## src/brake_abs_pkg.sv

```systemverilog
// Purpose: shared constants for the brake and absolute position controller
// Assumes: one 10 MHz clock, parameter port at the printed parameter addresses
// Notes:   summary of operation follows
// Summary of operation
// - brake mode 0 means automatic brake handling, 1 means manual release; reset 0
// - manual brake release drives the output only in switch-on-disabled or ready states
// - power stage becoming active forces brake mode back to automatic
// - power stage enable request refused while brake is manually released
// - with power stage enabled, a manual release request raises an error
// - at startup read encoder position, present it read-only in user units
// - new absolute position accepted at standstill, power stage on or off
// - set range 0..turn-1 singleturn, 0..4096*turn-1 multiturn, turn 16384
// - written position active at next switch-on; host waits one second first
// - changing absolute position moves virtual and emulation index pulses
// - singleturn value 0 places index pulse at current mechanical position
// - position invalid until captured; bit 13 set in latched and active warnings
// - readable position spans one turn singleturn, whole range multiturn
// - internal position counts negative on underrun; power cycle reloads encoder value
// - positive direction is clockwise facing shaft unless inversion applied
package brake_abs_pkg;
  // parameter addresses
  localparam logic [15:0] ADDR_POS_SET   = 16'h052c;
  localparam logic [15:0] ADDR_BRAKE_SEL = 16'h0814;
  localparam logic [15:0] ADDR_ABS_READ  = 16'h1e1e;
  // brake mode codes and highest accepted value
  localparam logic        BRAKE_AUTO     = 1'h0;
  localparam logic        BRAKE_MANUAL   = 1'h1;
  localparam logic [15:0] BRAKE_MAX      = 16'h0001;
  // drive state codes as seen on drive_state_i
  localparam logic [3:0]  DS_SWITCH_ON_DISABLED = 4'h2;
  localparam logic [3:0]  DS_READY_TO_SWITCH_ON = 4'h3;
  // position scaling: one turn is 2**TURN_BITS user units, 4096 turns multiturn
  localparam int          TURN_BITS      = 14;
  localparam int          MULTI_BITS     = 26;
  localparam logic [31:0] ONE_TURN_MAX   = 32'h0000_4000;
  localparam logic [31:0] MULTI_TURNS    = 32'h0000_1000;
  localparam logic [31:0] SINGLE_LIMIT   = ONE_TURN_MAX;
  localparam logic [31:0] MULTI_LIMIT    = ONE_TURN_MAX * MULTI_TURNS;
  localparam logic [31:0] POS_RESET      = 32'h0000_0000;
  // warning word layout
  localparam int          WARN_POS_INVALID = 13;
  // commit guard after a position write
  localparam int          CLK_HZ         = 10_000_000;
  localparam int          SETTLE_TIME_MS = 1000;
  localparam int          SETTLE_CYCLES  = SETTLE_TIME_MS * (CLK_HZ / 1000);
  localparam int          SETTLE_W       = 24;
  // startup phases
  typedef enum logic {PH_CAPTURE, PH_RUN} phase_type;
endpackage : brake_abs_pkg

```

## src/brake_abs_ctrl.sv

```systemverilog
// Purpose: holding brake mode interlock and absolute encoder position handling
// Assumes: parameter port, drive state and encoder signals synchronous to ref_clk_i
// Notes:   a written position is held until the next controller switch-on
`timescale 1ns/1ps
module brake_abs_ctrl
  import brake_abs_pkg::*;
#(
  parameter int SETTLE_CNT = SETTLE_CYCLES
)(
  input  wire logic        ref_clk_i,
  input  wire logic        nrst_i,
  // parameter access port
  input  wire logic [15:0] par_addr_i,
  input  wire logic        par_wr_i,
  input  wire logic        par_rd_i,
  input  wire logic [31:0] par_wdata_i,
  output logic      [31:0] par_rdata_o,
  output logic             par_ack_o,
  output logic             par_err_o,
  // drive state and power stage
  input  wire logic [3:0]  drive_state_i,
  input  wire logic        power_stage_active_i,
  input  wire logic        controller_on_i,
  input  wire logic        enable_req_i,
  output logic             enable_grant_o,
  output logic             enable_refused_o,
  // brake
  input  wire logic        brake_auto_release_i,
  output logic             brake_release_o,
  output logic             brake_error_o,
  // encoder
  input  wire logic        enc_valid_i,
  input  wire logic [31:0] enc_abs_pos_i,
  input  wire logic        enc_multiturn_i,
  input  wire logic        enc_step_i,
  input  wire logic        enc_cw_i,
  input  wire logic        direction_inversion_i,
  input  wire logic        standstill_i,
  output logic      [31:0] actual_pos_o,
  output logic             virtual_index_o,
  output logic             emulation_index_o,
  output logic             pos_set_busy_o,
  // warnings
  input  wire logic        warn_clear_i,
  output logic      [15:0] warning_latched_word_o,
  output logic      [15:0] warning_active_word_o
);
  typedef struct packed {
    phase_type   phase;
    logic        brake_mode;
    logic        brake_out;
    logic        brake_err;
    logic        grant;
    logic        refused;
    logic        warn_lat;
    logic [31:0] set_val;
    logic [31:0] pend_off;
    logic        pend;
    logic [31:0] off;
    logic [SETTLE_W-1:0] settle;
    logic        ack;
    logic        err;
    logic [31:0] rdata;
    logic        ctl_d;
    logic        idx;
  } ctrl_type;

  ctrl_type st_reg;
  ctrl_type st_next;

  logic [31:0] raw_pos;
  logic [31:0] actual;
  logic [31:0] abs_view;
  logic [31:0] set_limit;
  logic [31:0] landing;
  logic        state_ok;
  logic        step_up;
  logic        cnt_load;
  logic        wr_set;
  logic        wr_brake;
  logic        set_ok;

  // positive count is clockwise unless inverted
  assign step_up   = enc_cw_i ^ direction_inversion_i;
  assign cnt_load  = (st_reg.phase == PH_CAPTURE) && enc_valid_i;
  assign actual    = raw_pos + st_reg.off;
  // position the pending step lands on, so the index marks arrival at a boundary
  assign landing   = step_up ? actual + 32'h1 : actual - 32'h1;
  // singleturn reports one turn, multiturn the whole encoder range
  assign abs_view  = enc_multiturn_i ? {{(32-MULTI_BITS){1'b0}}, actual[MULTI_BITS-1:0]}
                                     : {{(32-TURN_BITS){1'b0}}, actual[TURN_BITS-1:0]};
  assign set_limit = enc_multiturn_i ? MULTI_LIMIT : SINGLE_LIMIT;
  assign state_ok  = (drive_state_i == DS_SWITCH_ON_DISABLED) ||
                     (drive_state_i == DS_READY_TO_SWITCH_ON);
  assign wr_set    = par_wr_i && (par_addr_i == ADDR_POS_SET);
  assign wr_brake  = par_wr_i && (par_addr_i == ADDR_BRAKE_SEL);
  // only at standstill, with a captured position and inside range
  assign set_ok    = standstill_i && (st_reg.phase == PH_RUN) &&
                     (par_wdata_i < set_limit);

  // mechanical counter, reloaded from the encoder at every startup
  pos_counter u_cnt (
    .ref_clk_i  (ref_clk_i),
    .nrst_i     (nrst_i),
    .load_i     (cnt_load),
    .load_val_i (enc_abs_pos_i),
    .step_i     (enc_step_i && !cnt_load),
    .up_i       (step_up),
    .pos_o      (raw_pos)
  );

  // next-state logic for brake, enable interlock, position set and parameter port
  always_comb begin
    st_next         = st_reg;
    st_next.grant   = 1'b0;
    st_next.refused = 1'b0;
    st_next.brake_err = 1'b0;
    st_next.ack     = 1'b0;
    st_next.err     = 1'b0;
    st_next.ctl_d   = controller_on_i;

    // startup capture of the absolute position
    if (cnt_load) begin
      st_next.phase = PH_RUN;
    end

    // latched warning: set wins over clear
    if (st_reg.phase == PH_CAPTURE) begin
      st_next.warn_lat = 1'b1;
    end else if (warn_clear_i) begin
      st_next.warn_lat = 1'b0;
    end

    // enable request is refused while the brake is held open by hand
    if (enable_req_i) begin
      if (st_reg.brake_mode == BRAKE_MANUAL) begin
        st_next.refused = 1'b1;
      end else begin
        st_next.grant = 1'b1;
      end
    end

    // written position becomes active on controller switch-on; it sits ahead of the
    // port so that a write on that same edge stays pending for the next switch-on
    if (controller_on_i && !st_reg.ctl_d && st_reg.pend) begin
      st_next.off  = st_reg.pend_off;
      st_next.pend = 1'b0;
    end

    // parameter port: one answer per access, the cycle after it
    if (par_wr_i || par_rd_i) begin
      st_next.ack = 1'b1;
    end
    if (par_rd_i) begin
      unique case (par_addr_i)
        ADDR_POS_SET:   st_next.rdata = st_reg.set_val;
        ADDR_BRAKE_SEL: st_next.rdata = {31'h0, st_reg.brake_mode};
        ADDR_ABS_READ:  st_next.rdata = abs_view;
        default: begin
          st_next.rdata = 32'h0;
          st_next.err   = 1'b1;
        end
      endcase
    end
    if (par_wr_i) begin
      unique case (par_addr_i)
        ADDR_POS_SET: begin
          if (set_ok) begin
            // remember value as offset against the present mechanical position
            st_next.set_val  = par_wdata_i;
            st_next.pend_off = par_wdata_i - raw_pos;
            st_next.pend     = 1'b1;
            st_next.settle   = SETTLE_W'(SETTLE_CNT);
          end else begin
            st_next.err = 1'b1;
          end
        end
        ADDR_BRAKE_SEL: begin
          if (par_wdata_i > {16'h0, BRAKE_MAX}) begin
            st_next.err = 1'b1;
          end else if (power_stage_active_i && par_wdata_i[0]) begin
            st_next.err       = 1'b1;
            st_next.brake_err = 1'b1;
          end else begin
            st_next.brake_mode = par_wdata_i[0];
          end
        end
        default: st_next.err = 1'b1; // read-only or unmapped
      endcase
    end

    // an active power stage always returns the brake to automatic
    if (power_stage_active_i) begin
      st_next.brake_mode = BRAKE_AUTO;
    end

    // brake output: manual release only in the two idle states, held outside them; automatic follows brake_auto_release_i
    if (st_next.brake_mode == BRAKE_MANUAL) begin
      st_next.brake_out = state_ok;
    end else begin
      st_next.brake_out = brake_auto_release_i;
    end

    // settle guard counts down after each accepted write
    if (st_reg.settle != '0 && !(wr_set && set_ok)) begin
      st_next.settle = st_reg.settle - SETTLE_W'(1);
    end

    // index marks each step that lands on a turn boundary of the shifted position
    st_next.idx = (st_reg.phase == PH_RUN) &&
                  (landing[TURN_BITS-1:0] == '0) && !st_reg.idx &&
                  enc_step_i;
  end

  // single state register; a power cycle clears the offset and reloads
  always_ff @(posedge ref_clk_i or negedge nrst_i) begin
    if (!nrst_i) begin
      st_reg.phase      <= PH_CAPTURE;
      st_reg.brake_mode <= BRAKE_AUTO;
      st_reg.brake_out  <= 1'b0;
      st_reg.brake_err  <= 1'b0;
      st_reg.grant      <= 1'b0;
      st_reg.refused    <= 1'b0;
      st_reg.warn_lat   <= 1'b1;
      st_reg.set_val    <= POS_RESET;
      st_reg.pend_off   <= POS_RESET;
      st_reg.pend       <= 1'b0;
      st_reg.off        <= POS_RESET;
      st_reg.settle     <= '0;
      st_reg.ack        <= 1'b0;
      st_reg.err        <= 1'b0;
      st_reg.rdata      <= POS_RESET;
      st_reg.ctl_d      <= 1'b0;
      st_reg.idx        <= 1'b0;
    end else begin
      st_reg <= st_next;
    end
  end

  // outputs
  assign par_rdata_o       = st_reg.rdata;
  assign par_ack_o         = st_reg.ack;
  assign par_err_o         = st_reg.err;
  assign enable_grant_o    = st_reg.grant;
  assign enable_refused_o  = st_reg.refused;
  assign brake_release_o   = st_reg.brake_out;
  assign brake_error_o     = st_reg.brake_err;
  assign actual_pos_o      = actual;
  assign virtual_index_o   = st_reg.idx;
  assign emulation_index_o = st_reg.idx;
  assign pos_set_busy_o    = (st_reg.settle != '0);
  // active word follows the capture phase; latched holds until cleared
  assign warning_active_word_o  = 16'(st_reg.phase == PH_CAPTURE) << WARN_POS_INVALID;
  assign warning_latched_word_o = 16'(st_reg.warn_lat) << WARN_POS_INVALID;
endmodule : brake_abs_ctrl

```

## src/pos_counter.sv

```systemverilog
// Purpose: mechanical position counter fed by encoder steps
// Assumes: step and direction synchronous to the clock
// Notes:   counts freely through zero into negative values
`timescale 1ns/1ps
module pos_counter
  import brake_abs_pkg::*;
(
  input  wire logic        ref_clk_i,
  input  wire logic        nrst_i,
  input  wire logic        load_i,
  input  wire logic [31:0] load_val_i,
  input  wire logic        step_i,
  input  wire logic        up_i,
  output logic      [31:0] pos_o
);
  typedef struct packed {
    logic [31:0] pos;
  } cnt_type;

  cnt_type st_reg;
  cnt_type st_next;

  // load has priority so a fresh encoder reading is never off by a step
  always_comb begin
    st_next = st_reg;
    if (load_i) begin
      st_next.pos = load_val_i;
    end else if (step_i) begin
      st_next.pos = up_i ? st_reg.pos + 32'h1 : st_reg.pos - 32'h1;
    end
  end

  always_ff @(posedge ref_clk_i or negedge nrst_i) begin
    if (!nrst_i) begin
      st_reg.pos <= POS_RESET;
    end else begin
      st_reg <= st_next;
    end
  end

  assign pos_o = st_reg.pos;
endmodule : pos_counter

```

## config.mk

```make
export PLATFORM = sky130hd
export DESIGN_NAME = brake_abs_ctrl
export DESIGN_NICKNAME = d
export VERILOG_FILES = /design/src/brake_abs_pkg.sv /design/src/brake_abs_ctrl.sv /design/src/pos_counter.sv
export SDC_FILE = /design/constraint.sdc
export NUM_CORES = 1
export LEC_CHECK = 0
export BUFFER_PORTS_ARGS = -buffer_cell sky130_fd_sc_hd__buf_4
export CAP_MARGIN = 0
export CORE_MARGIN = 2
export CORE_UTILIZATION = 55
export CTS_CLUSTER_DIAMETER = 30
export CTS_CLUSTER_SIZE = 20
export DETAILED_ROUTE_END_ITERATION = 6
export GPL_ROUTABILITY_DRIVEN = 0
export GPL_TIMING_DRIVEN = 0
export HOLD_SLACK_MARGIN = 0.03
export PLACE_DENSITY = 0.78
export SLEW_MARGIN = 20
export SYNTH_ARGS = -nofsm -noshare
export SYNTH_HDL_FRONTEND = slang
export SYNTH_SLANG_ARGS = --single-unit
```

## constraint.sdc

```tcl
create_clock -name ref_clk_i -period 4.55 [get_ports ref_clk_i]
set_input_delay 0.2275 -clock ref_clk_i [delete_from_list [all_inputs] [get_ports ref_clk_i]]
set_output_delay 0.2275 -clock ref_clk_i [all_outputs]
set_load 0.02 [all_outputs]
```

==> flow_summary.yaml, run 1 <==
logic_synthesis:
  netlist_top_cells_area: "dfrtp_1 36%, ha_1 9.8%, nand2_1 5.6%"
  netlist_instances: 1530
  netlist.area_leader.share: 0.364
  synth_seq_cells: 196
  ys_seq_area_frac: 0.366
  yosysTopAreaCell: "dfrtp_1"
  synth_area_um2: 13400
  synthDistinctLibCells: 75
  synth_ff_type: "dfrtp_1"
  ys_warn_count: 0
  synth_edf_count: 0
  async_reset_ff_frac: 1.00
  syn_area_per_cell_um2: 8.76
floorplanning:
  num_rows: 57
  fp.dieW_um: 160
  die-area_um2: 25600
  ioPinCount: 204
  die_h_um: 160
  start_util: 0.556
  core_um2: 24100
cells_and_area:
  drive_gt1_frac: 0.183
  final_net_count: 2010
  largest_reg_flops: 124
  num_antenna_cells: 0
  syn2layout_area_growth_pct: 22.4
worst_hold_path:
  hp-start: "enc_abs_pos_i[21]"
  worstHoldPathCells: 3
  hp-class: "input pin to register"
  hold_end: "u_cnt.pos_o[21]$_DFFE_PN0P_"
worst_setup_path:
  crit_arrival_ns: 4.16
  cp_top_family: "compound AO/OA/AOI/OAI gates"
  crit_fanout: 6
  endpoint_kind: "primary output"
  regToRegSetupSlack_ns: 0.42
  path_class: "register to primary output"
  cp_num_buf_inv: 4
  worstPathCellList: "ha_1, inv_1, fa_1, inv_1, a21o_1, a221oi_4, a21oi_2, a2111oi_4, buf_4, o31ai_2, a31o_1, a2111oi_2, o21bai_1, a21oi_1, xnor2_1, buf_4"
  required_ns: 4.32
  r2r_cells: 16
  r2r_end: "emulation_index_o$_DFF_PN0_"
  r2r_start: "u_cnt.pos_o[0]$_DFFE_PN0P_"
  crit_path_start_kind: "register"
  worst_path_max_delay_cell: "dfrtp_1"
  cpPeakStageDelay_ns: 0.48
route:
  detail-route-antenna-nets: 0
  wl_um: 38100
  drt_iter0_drc: 981
  vias_per_cell: 5.71
  route.vias.total: 12200
  avgRoutedWirePerCell_um: 17.8
  drcViolationCount: 0
  drt_pre_antenna_iters: 7
global_routing:
  grt-ovfl-total: 0
  grt.total_usage: 0.297
  grt_pass1_wl_um: 60700
  grt_pass1_vias: 11900
  grt_max_degree: 87
  antenna_found_initial: 0
sta:
  fin_ws_ns: 0.160
  hold_violations: 0
  setup_viol: 0
  fin_crit_ns: 4.39
  fin_crit_sh: 0.965
  slew_violations: 0
  fin_skew_ns: 0.0120
  grt_setup_unrepaired: "no"
  max-slew-margin-rel: 0.270
  setup_tns_ns: 0
  worst_pin_slew_ns: 1.08
  max_clock_freq_mhz: 228
place:
  portBuffers: 171
  dp_slack_ns: -0.213
  dpl.hpwl_um: 28800
clock_network:
  cts_tree: "built"
  clock_path_buffers: 2
  clock_latency_ns: 0.44
  ctsHtreeMaxLevel: 4
  numCtsBuffers: 17
  clk_pin_slew_worst_paths_ns: 0.07
  cts-root-buf: "clkbuf_16"
  clkSinkCount: 196
run:
  drv_cap: 0
power_and_ir_drop:
  leakage_uw: 0.00800
  ir_drop_uv: 304
  pwr_density_cell_nw_per_um2: 495
status:
  status: "complete, no violations"
## layout make-up
type,instances,area [µm²]
Clock inverter,12,151
Sequential cell,196,4910
Timing Repair Buffer,225,1870
Buffer,111,661
Multi-Input combinational cell,1180,7710
Fill cell,1937,7690
Clock buffer,19,433
Tap cell,324,405
Inverter,72,270
## how the worst max path moves through the flow
stage / startpoint / endpoint / slack [ns] / depth (start not counted)
6_report: u_cnt.pos_o[0]$_DFFE_PN0P_ / actual_pos_o[30] / 0.16 / 16
5_1_grt: u_cnt.pos_o[1]$_DFFE_PN0P_ / actual_pos_o[29] / 0.03 / 13
2_1_floorplan: direction_inversion_i / u_cnt.pos_o[31]$_DFFE_PN0P_ / 0.61 / 14
4_1_cts: u_cnt.pos_o[0]$_DFFE_PN0P_ / actual_pos_o[30] / 0.14 / 15
3_3_place_gp: direction_inversion_i / u_cnt.pos_o[31]$_DFFE_PN0P_ / -0.87 / 15
3_5_place_dp: direction_inversion_i / u_cnt.pos_o[31]$_DFFE_PN0P_ / -0.21 / 16
## cell usage in the layout (no fill, tap or decap), types with 46 or more instances in the layout
master | Yosys | routed
a21oi_1 | 130 | 130
dfrtp_1 | 195 | 195
nand2_1 | 199 | 199
buf_4 | 65 | 236
xnor2_1 | 66 | 66
inv_1 | 70 | 69
nor2_1 | 123 | 123
dlygate4sd3_1 | 0 | 50
o21ai_0 | 99 | 99
clkbuf_1 | 44 | 46
a21o_1 | 47 | 47
ha_1 | 105 | 105
## cell families (layout without fill, tap and decap cells)
| family | count (synthesis) | count (layout) | synth area share |
|---|---|---|---|
| compound gates | 417 | 417 | 0.199 |
| xor+xnor | 99 | 99 | 0.0647 |
| fa+ha+maj | 108 | 108 | 0.102 |
| buf+inv | 183 | 439 | 0.0694 |
| flops | 196 | 196 | 0.366 |
| mux | 45 | 45 | 0.0367 |
| other cells | 1 | 30 | 0.000280 |
| simple gates | 481 | 481 | 0.162 |
## repair_timing
| item | in CTS | in global routing |
|---|---|---|
| buffers inserted | 0 | 1 |
| resized for setup | 0 | 3 |
| hold endpoints to repair | 86 | 0 |
| hold buffers | 50 | 0 |
| setup endpoints to repair | 0 | 4 |
## per-layer routing
| metal | GRT usage | routed length (µm) | vias up |
|---|---|---|---|
| met3 | 0.0452 | 2370 | 79 |
| met1 | 0.383 | 16000 | 5828 |
| met5 | 0 | 0 | - |
| met4 | 0.116 | 1160 | 0 |
| met2 | 0.506 | 18500 | 452 |
| li1 | - | - | 5852 |
## synth_stat cells, types with 15 or more instances
library cell and number:
dfrtp_1 195, xnor2_1 66, xor2_1 33, nand2_1 199, o21ai_0 99, a21oi_1 130
mux2_2 33, nor3_1 26, nand2b_1 15, clkbuf_1 44, buf_4 65, nand3_1 32
nor2_1 123, a21o_1 47, a22oi_1 28, inv_1 70, ha_1 105
## metrics by stage
step                hold slack (ns)  utilization  instance area [µm²]  cells  total power [µW]
detailed placement            0.128        0.635                15300   2057              6470
CTS                          0.0305        0.680                16400   2138              8060
global placement              0.356        0.631                15200   2054              6320
global route                 0.0418        0.681                16400   2139              8680
finish                       0.0341        0.681                16400   2139              8120
floorplan                   -0.0681            -                13500   1559              5360
## power breakdown
part	internal [µW]	switching (µW)
clock network	822	707
logic	1920	2520
registers	1910	234
total	4660	3470
## tightest hold or removal path, stage by stage
cell and delay [ns]:
buf_4 0.08, nor2_1 0.03, a21oi_1 0.10
Power figures use the tool's default switching activity.
==> run 2, diff against run 1 <==
--- a/config.mk
+++ b/config.mk
@@ -9,6 +9,7 @@
 export CAP_MARGIN = 0
 export CORE_MARGIN = 2
 export CORE_UTILIZATION = 55
+export CTS_BUF_LIST = sky130_fd_sc_hd__clkbuf_8 sky130_fd_sc_hd__clkbuf_16
 export CTS_CLUSTER_DIAMETER = 30
 export CTS_CLUSTER_SIZE = 20
 export DETAILED_ROUTE_END_ITERATION = 6
==> flow_summary.yaml, run 2 (same netlist as run 1, synthesis figures left out) <==
cells_and_area:
  drive_gt1_frac: 0.183
  num_antenna_cells: 0
  layout_commonest_cell: "buf_4"
  fin_util: 0.681
  largest_reg_flops: 124
  final_cell_mix: "236 x buf_4, 199 x nand2_1, 195 x dfrtp_1"
  syn2layout_area_growth_pct: 22.4
  final_net_count: 2010
floorplanning:
  ioPinCount: 204
  fp.dieW_um: 160
  die_h_um: 160
  die-area_um2: 25600
  num_rows: 57
  core_um2: 24100
  start_util: 0.556
global_routing:
  grt-ovfl-total: 0
  grt_pass1_vias: 11900
  grt.total_usage: 0.297
  antenna_found_initial: 0
  grt_pass1_wl_um: 60700
  grt_max_degree: 87
power_and_ir_drop:
  total_power_uw: 8120
  ir_drop_uv: 304
  leakage_uw: 0.00801
  pwr_density_cell_nw_per_um2: 494
worst_hold_path:
  hp-start: "enc_abs_pos_i[21]"
  hp-class: "input pin to register"
sta:
  fin_hold_ws_ns: 0.0326
  fin_crit_ns: 4.40
  worst_pin_slew_ns: 1.13
  setup_viol: 0
  grt_setup_unrepaired: "no"
  fin_crit_sh: 0.966
  slew_violations: 0
  fin_skew_ns: 0.0101
  setup_tns_ns: 0
  hold_violations: 0
  max_clock_freq_mhz: 227
  max-slew-margin-rel: 0.239
route:
  wl_um: 38000
  vias_per_cell: 5.71
  drt_iter0_drc: 988
  drt_pre_antenna_iters: 7
  avgRoutedWirePerCell_um: 17.8
  detail-route-antenna-nets: 0
  route.vias.total: 12200
  drcViolationCount: 1
clock_network:
  clkSinkCount: 196
  cts-root-buf: "clkbuf_16"
  clk_pin_slew_worst_paths_ns: 0.07
  cts_tree: "built"
  clock_path_buffers: 2
  numCtsBuffers: 17
  ctsHtreeMaxLevel: 4
  clock_latency_ns: 0.44
worst_setup_path:
  endpoint_kind: "primary output"
  startpoint: "u_cnt.pos_o[0]$_DFFE_PN0P_"
  r2r_start: "u_cnt.pos_o[0]$_DFFE_PN0P_"
  required_ns: 4.32
  crit_path_start_kind: "register"
  crit_fanout: 6
  path_class: "register to primary output"
  crit_arrival_ns: 4.17
place:
  portBuffers: 171
  dpl.hpwl_um: 28800
status:
  violations: "design-rule violations"
  status: "finished, violations left"
run:
  drv_cap: 0
run 2: cell count changes in the layout (fill, tap and decap cells not counted):
cell      previous run  this run
clkbuf_1            46        44
inv_1               69        71
run 2: area by class of cell:
class	instances	area, µm²
repair buffers	225	1870
flip-flops and latches	196	4910
plain buffers	111	661
well taps	324	405
inverters	72	270
clock inverters	14	159
fillers	1937	7690
clock buffers	17	425
multi-input cells	1180	7710
run 2: critical path, cell delays in order (launching register included):
cell,delay (ns)
dfrtp_1,0.48
ha_1,0.26
inv_1,0.08
fa_1,0.20
inv_1,0.05
a21o_1,0.19
a221oi_4,0.36
a21oi_2,0.16
a2111oi_4,0.37
buf_4,0.20
o31ai_2,0.10
a31o_1,0.32
a2111oi_2,0.31
o21bai_1,0.12
a21oi_1,0.18
xnor2_1,0.16
buf_4,0.18
run 2: worst paths after layout:
path | to | slack (ns) | cells past startpoint
max | actual_pos_o[30] | 0.15 | 16
min | u_cnt.pos_o[21]$_DFFE_PN0P_ | 0.03 | 3
max reg2reg | emulation_index_o$_DFF_PN0_ | 0.41 | 16
min reg2reg | warning_latched_word_o[13]$_DFFE_PN1P_ | 0.48 | 2
max in group asynchronous | par_rdata_o[23]$_DFFE_PN0P_ | 3.57 | 3
min in group asynchronous | par_rdata_o[31]$_DFFE_PN0P_ | 0.26 | 2
run 2: metrics by stage:
| stage | std cells | worst slack [ns] | area [µm²] |
|---|---|---|---|
| after floorplan | 1559 | 0.605 | 13500 |
| after global placement | 2054 | -0.875 | 15200 |
| after detailed placement | 2057 | -0.213 | 15300 |
| after CTS | 2138 | 0.140 | 16400 |
| after global routing | 2139 | 0.0321 | 16400 |
| final | 2139 | 0.152 | 16400 |
run 2: metal layers:
layer  vias to the layer above  global-route usage  wire [µm]
li1                       5861                   -          -
met1                      5848               0.383      16200
met2                       414               0.506      18400
met3                        80              0.0452       2210
met4                         0               0.116       1190
met5                         -                   0          0
run 2: where the power goes:
group	internal, µW	switching, µW	leakage (µW)	total, µW
Combinational	1920	2520	0.00522	4450
Clock	817	707	0.000287	1520
Sequential	1910	235	0.00250	2150
run 2: timing repair:
| item | in CTS | in global routing |
|---|---|---|
| setup endpoints to repair | 0 | 4 |
| hold buffers | 50 | 0 |
| gates resized for setup | 0 | 3 |
| setup buffers | 0 | 1 |
| hold endpoints to repair | 86 | 0 |
==> run 3, diff against run 2 <==
--- a/config.mk
+++ b/config.mk
@@ -8,7 +8,7 @@
 export BUFFER_PORTS_ARGS = -buffer_cell sky130_fd_sc_hd__buf_4
 export CAP_MARGIN = 0
 export CORE_MARGIN = 2
-export CORE_UTILIZATION = 55
+export CORE_UTILIZATION = 53
 export CTS_BUF_LIST = sky130_fd_sc_hd__clkbuf_8 sky130_fd_sc_hd__clkbuf_16
 export CTS_CLUSTER_DIAMETER = 30
 export CTS_CLUSTER_SIZE = 20
@@ -17,6 +17,7 @@
 export GPL_TIMING_DRIVEN = 0
 export HOLD_SLACK_MARGIN = 0.03
 export PLACE_DENSITY = 0.78
+export RECOVER_POWER = 25
 export SLEW_MARGIN = 20
 export SYNTH_ARGS = -nofsm -noshare
 export SYNTH_HDL_FRONTEND = slang
==> constraint.sdc (replaced) <==
create_clock -name ref_clk_i -period 3.8 [get_ports ref_clk_i]
set_input_delay 0.19 -clock ref_clk_i [delete_from_list [all_inputs] [get_ports ref_clk_i]]
set_output_delay 0.19 -clock ref_clk_i [all_outputs]
set_load 0.02 [all_outputs]
==> flow_summary.yaml, run 3 (same netlist as run 1, synthesis figures left out) <==
worst_setup_path:
  startpoint: "u_cnt.pos_o[0]$_DFFE_PN0P_"
  r2r_cells: 15
  r2r_start: "u_cnt.pos_o[0]$_DFFE_PN0P_"
  required_ns: 4.12
  r2r_end: "emulation_index_o$_DFF_PN0_"
  crit_fanout: 6
  path_class: "register to register"
  regToRegSetupSlack_ns: -0.20
  crit_path_start_kind: "register"
  crit_arrival_ns: 4.31
  endpoint: "emulation_index_o$_DFF_PN0_"
  endpoint_kind: "register"
status:
  violations: "max-capacitance violations, max-slew violations, negative setup slack"
  status: "finished, violations left"
floorplanning:
  core_um2: 25000
  ioPinCount: 204
  die-area_um2: 26600
  die_h_um: 163
  fp.dieW_um: 163
  start_util: 0.536
  num_rows: 58
route:
  detail-route-antenna-nets: 0
  route.vias.total: 12500
  drt_pre_antenna_iters: 5
  wl_um: 39100
  drt_iter0_drc: 828
  vias_per_cell: 5.74
  avgRoutedWirePerCell_um: 17.9
  drcViolationCount: 0
sta:
  fin_hold_ws_ns: 0.0705
  hold_violations: 0
  grt_setup_unrepaired: "yes"
  fin_ws_ns: -0.198
  worst_pin_slew_ns: 2.81
  fin_crit_sh: 1.05
  slew_violations: 45
  setup_viol: 5
  fin_skew_ns: 0.0188
  max_clock_freq_mhz: 250
  max-slew-margin-rel: -0.872
  fin_crit_ns: 4.00
run:
  drv_cap: 1
clock_network:
  numCtsBuffers: 17
  ctsHtreeMaxLevel: 4
  cts_tree: "built"
  clkSinkCount: 196
  clk_pin_slew_worst_paths_ns: 0.08
  clock_path_buffers: 2
  cts-root-buf: "clkbuf_16"
  clock_latency_ns: 0.45
cells_and_area:
  largest_reg_flops: 124
  stdcell_count: 2180
  syn2layout_area_growth_pct: 26.6
  final_cell_mix: "248 x buf_4, 199 x nand2_1, 193 x dfrtp_1"
  layout_commonest_cell: "buf_4"
  final_net_count: 2044
  drive_gt1_frac: 0.206
  num_antenna_cells: 0
power_and_ir_drop:
  ir_drop_uv: 355
  pwr_density_cell_nw_per_um2: 594
  leakage_uw: 0.00816
  total_power_uw: 10100
worst_hold_path:
  hp-start: "enc_abs_pos_i[31]"
  worstHoldPathCells: 3
  hp-class: "input pin to register"
global_routing:
  grt-ovfl-total: 0
  grt_pass1_wl_um: 61300
  grt_pass1_vias: 12000
  grt_max_degree: 79
  grt.total_usage: 0.293
  antenna_found_initial: 0
place:
  dpl.hpwl_um: 28800
  dp.cells: 2062
  portBuffers: 171
run 3: worst min-delay path by stage:
stage,to,slack (ns)
final,u_cnt.pos_o[31]$_DFFE_PN0P_,0.07
after global routing,u_cnt.pos_o[31]$_DFFE_PN0P_,0.09
after CTS,u_cnt.pos_o[31]$_DFFE_PN0P_,0.04
after detailed placement,par_rdata_o[6]$_DFFE_PN0P_,0.12
after global placement,st_reg[1]$_DFF_PN0_,0.32
after floorplan,brake_error_o$_DFF_PN0_,-0.11
run 3: metal layers:
metal  global-route usage  vias up  routed length (µm)
li1                     -     5922                   -
met4                0.111        0                1520
met5                    0        -                   0
met2                0.496      478               18900
met3               0.0378       97                2400
met1                0.383     6006               16300
run 3: through the flow:
| stage | TNS, ns | worst slack (ns) | utilization | cell area, µm² |
|---|---|---|---|---|
| 4_1_cts | -0.539 | -0.181 | 0.671 | 16800 |
| 3_5_place_dp | -14.78 | -1.24 | 0.613 | 15300 |
| 5_1_grt | -0.900 | -0.264 | 0.678 | 17000 |
| 2_1_floorplan | 0 | 0.00727 | - | 13600 |
| 3_3_place_gp | -12.93 | -1.17 | 0.611 | 15300 |
| 6_report | -0.539 | -0.198 | 0.678 | 17000 |
run 3: power by group:
part / internal, µW / switching, µW / total (µW)
Combinational: 2430 / 3140 / 5580
Clock: 924 / 951 / 1880
Sequential: 2290 / 344 / 2630
Total: 5640 / 4440 / 10100
run 3: timing repair:
item	4_1_cts	5_1_grt
pin swaps	12	13
endpoints found under the setup margin	25	13
setup buffers	6	11
resized for setup	24	18
hold buffers	67	0
gates cloned	2	0
endpoints found under the hold margin	109	0
run 3: critical path, cell delays in order, from the launching register on:
cell and delay (ns):
dfrtp_2 0.45, ha_4 0.16, inv_2 0.03, fa_2 0.34
inv_1 0.07, a21o_1 0.18, a21oi_1 0.10, xnor2_1 0.50
ha_1 0.37, a21o_1 0.24, o21ai_1 0.18, a21o_1 0.16
a211oi_1 0.11, a21o_1 0.22, or3_1 0.38, a2111oi_2 0.36
run 3: cell type report:
type	instances	area, µm²
sequential	196	4910
inverter	72	274
multi-input combinational	1180	7970
tap	330	413
timing repair inverter	2	15.0
fill	2010	8070
buffer	111	661
timing repair buffer	257	2130
clock buffer	19	453
clock inverter	13	146
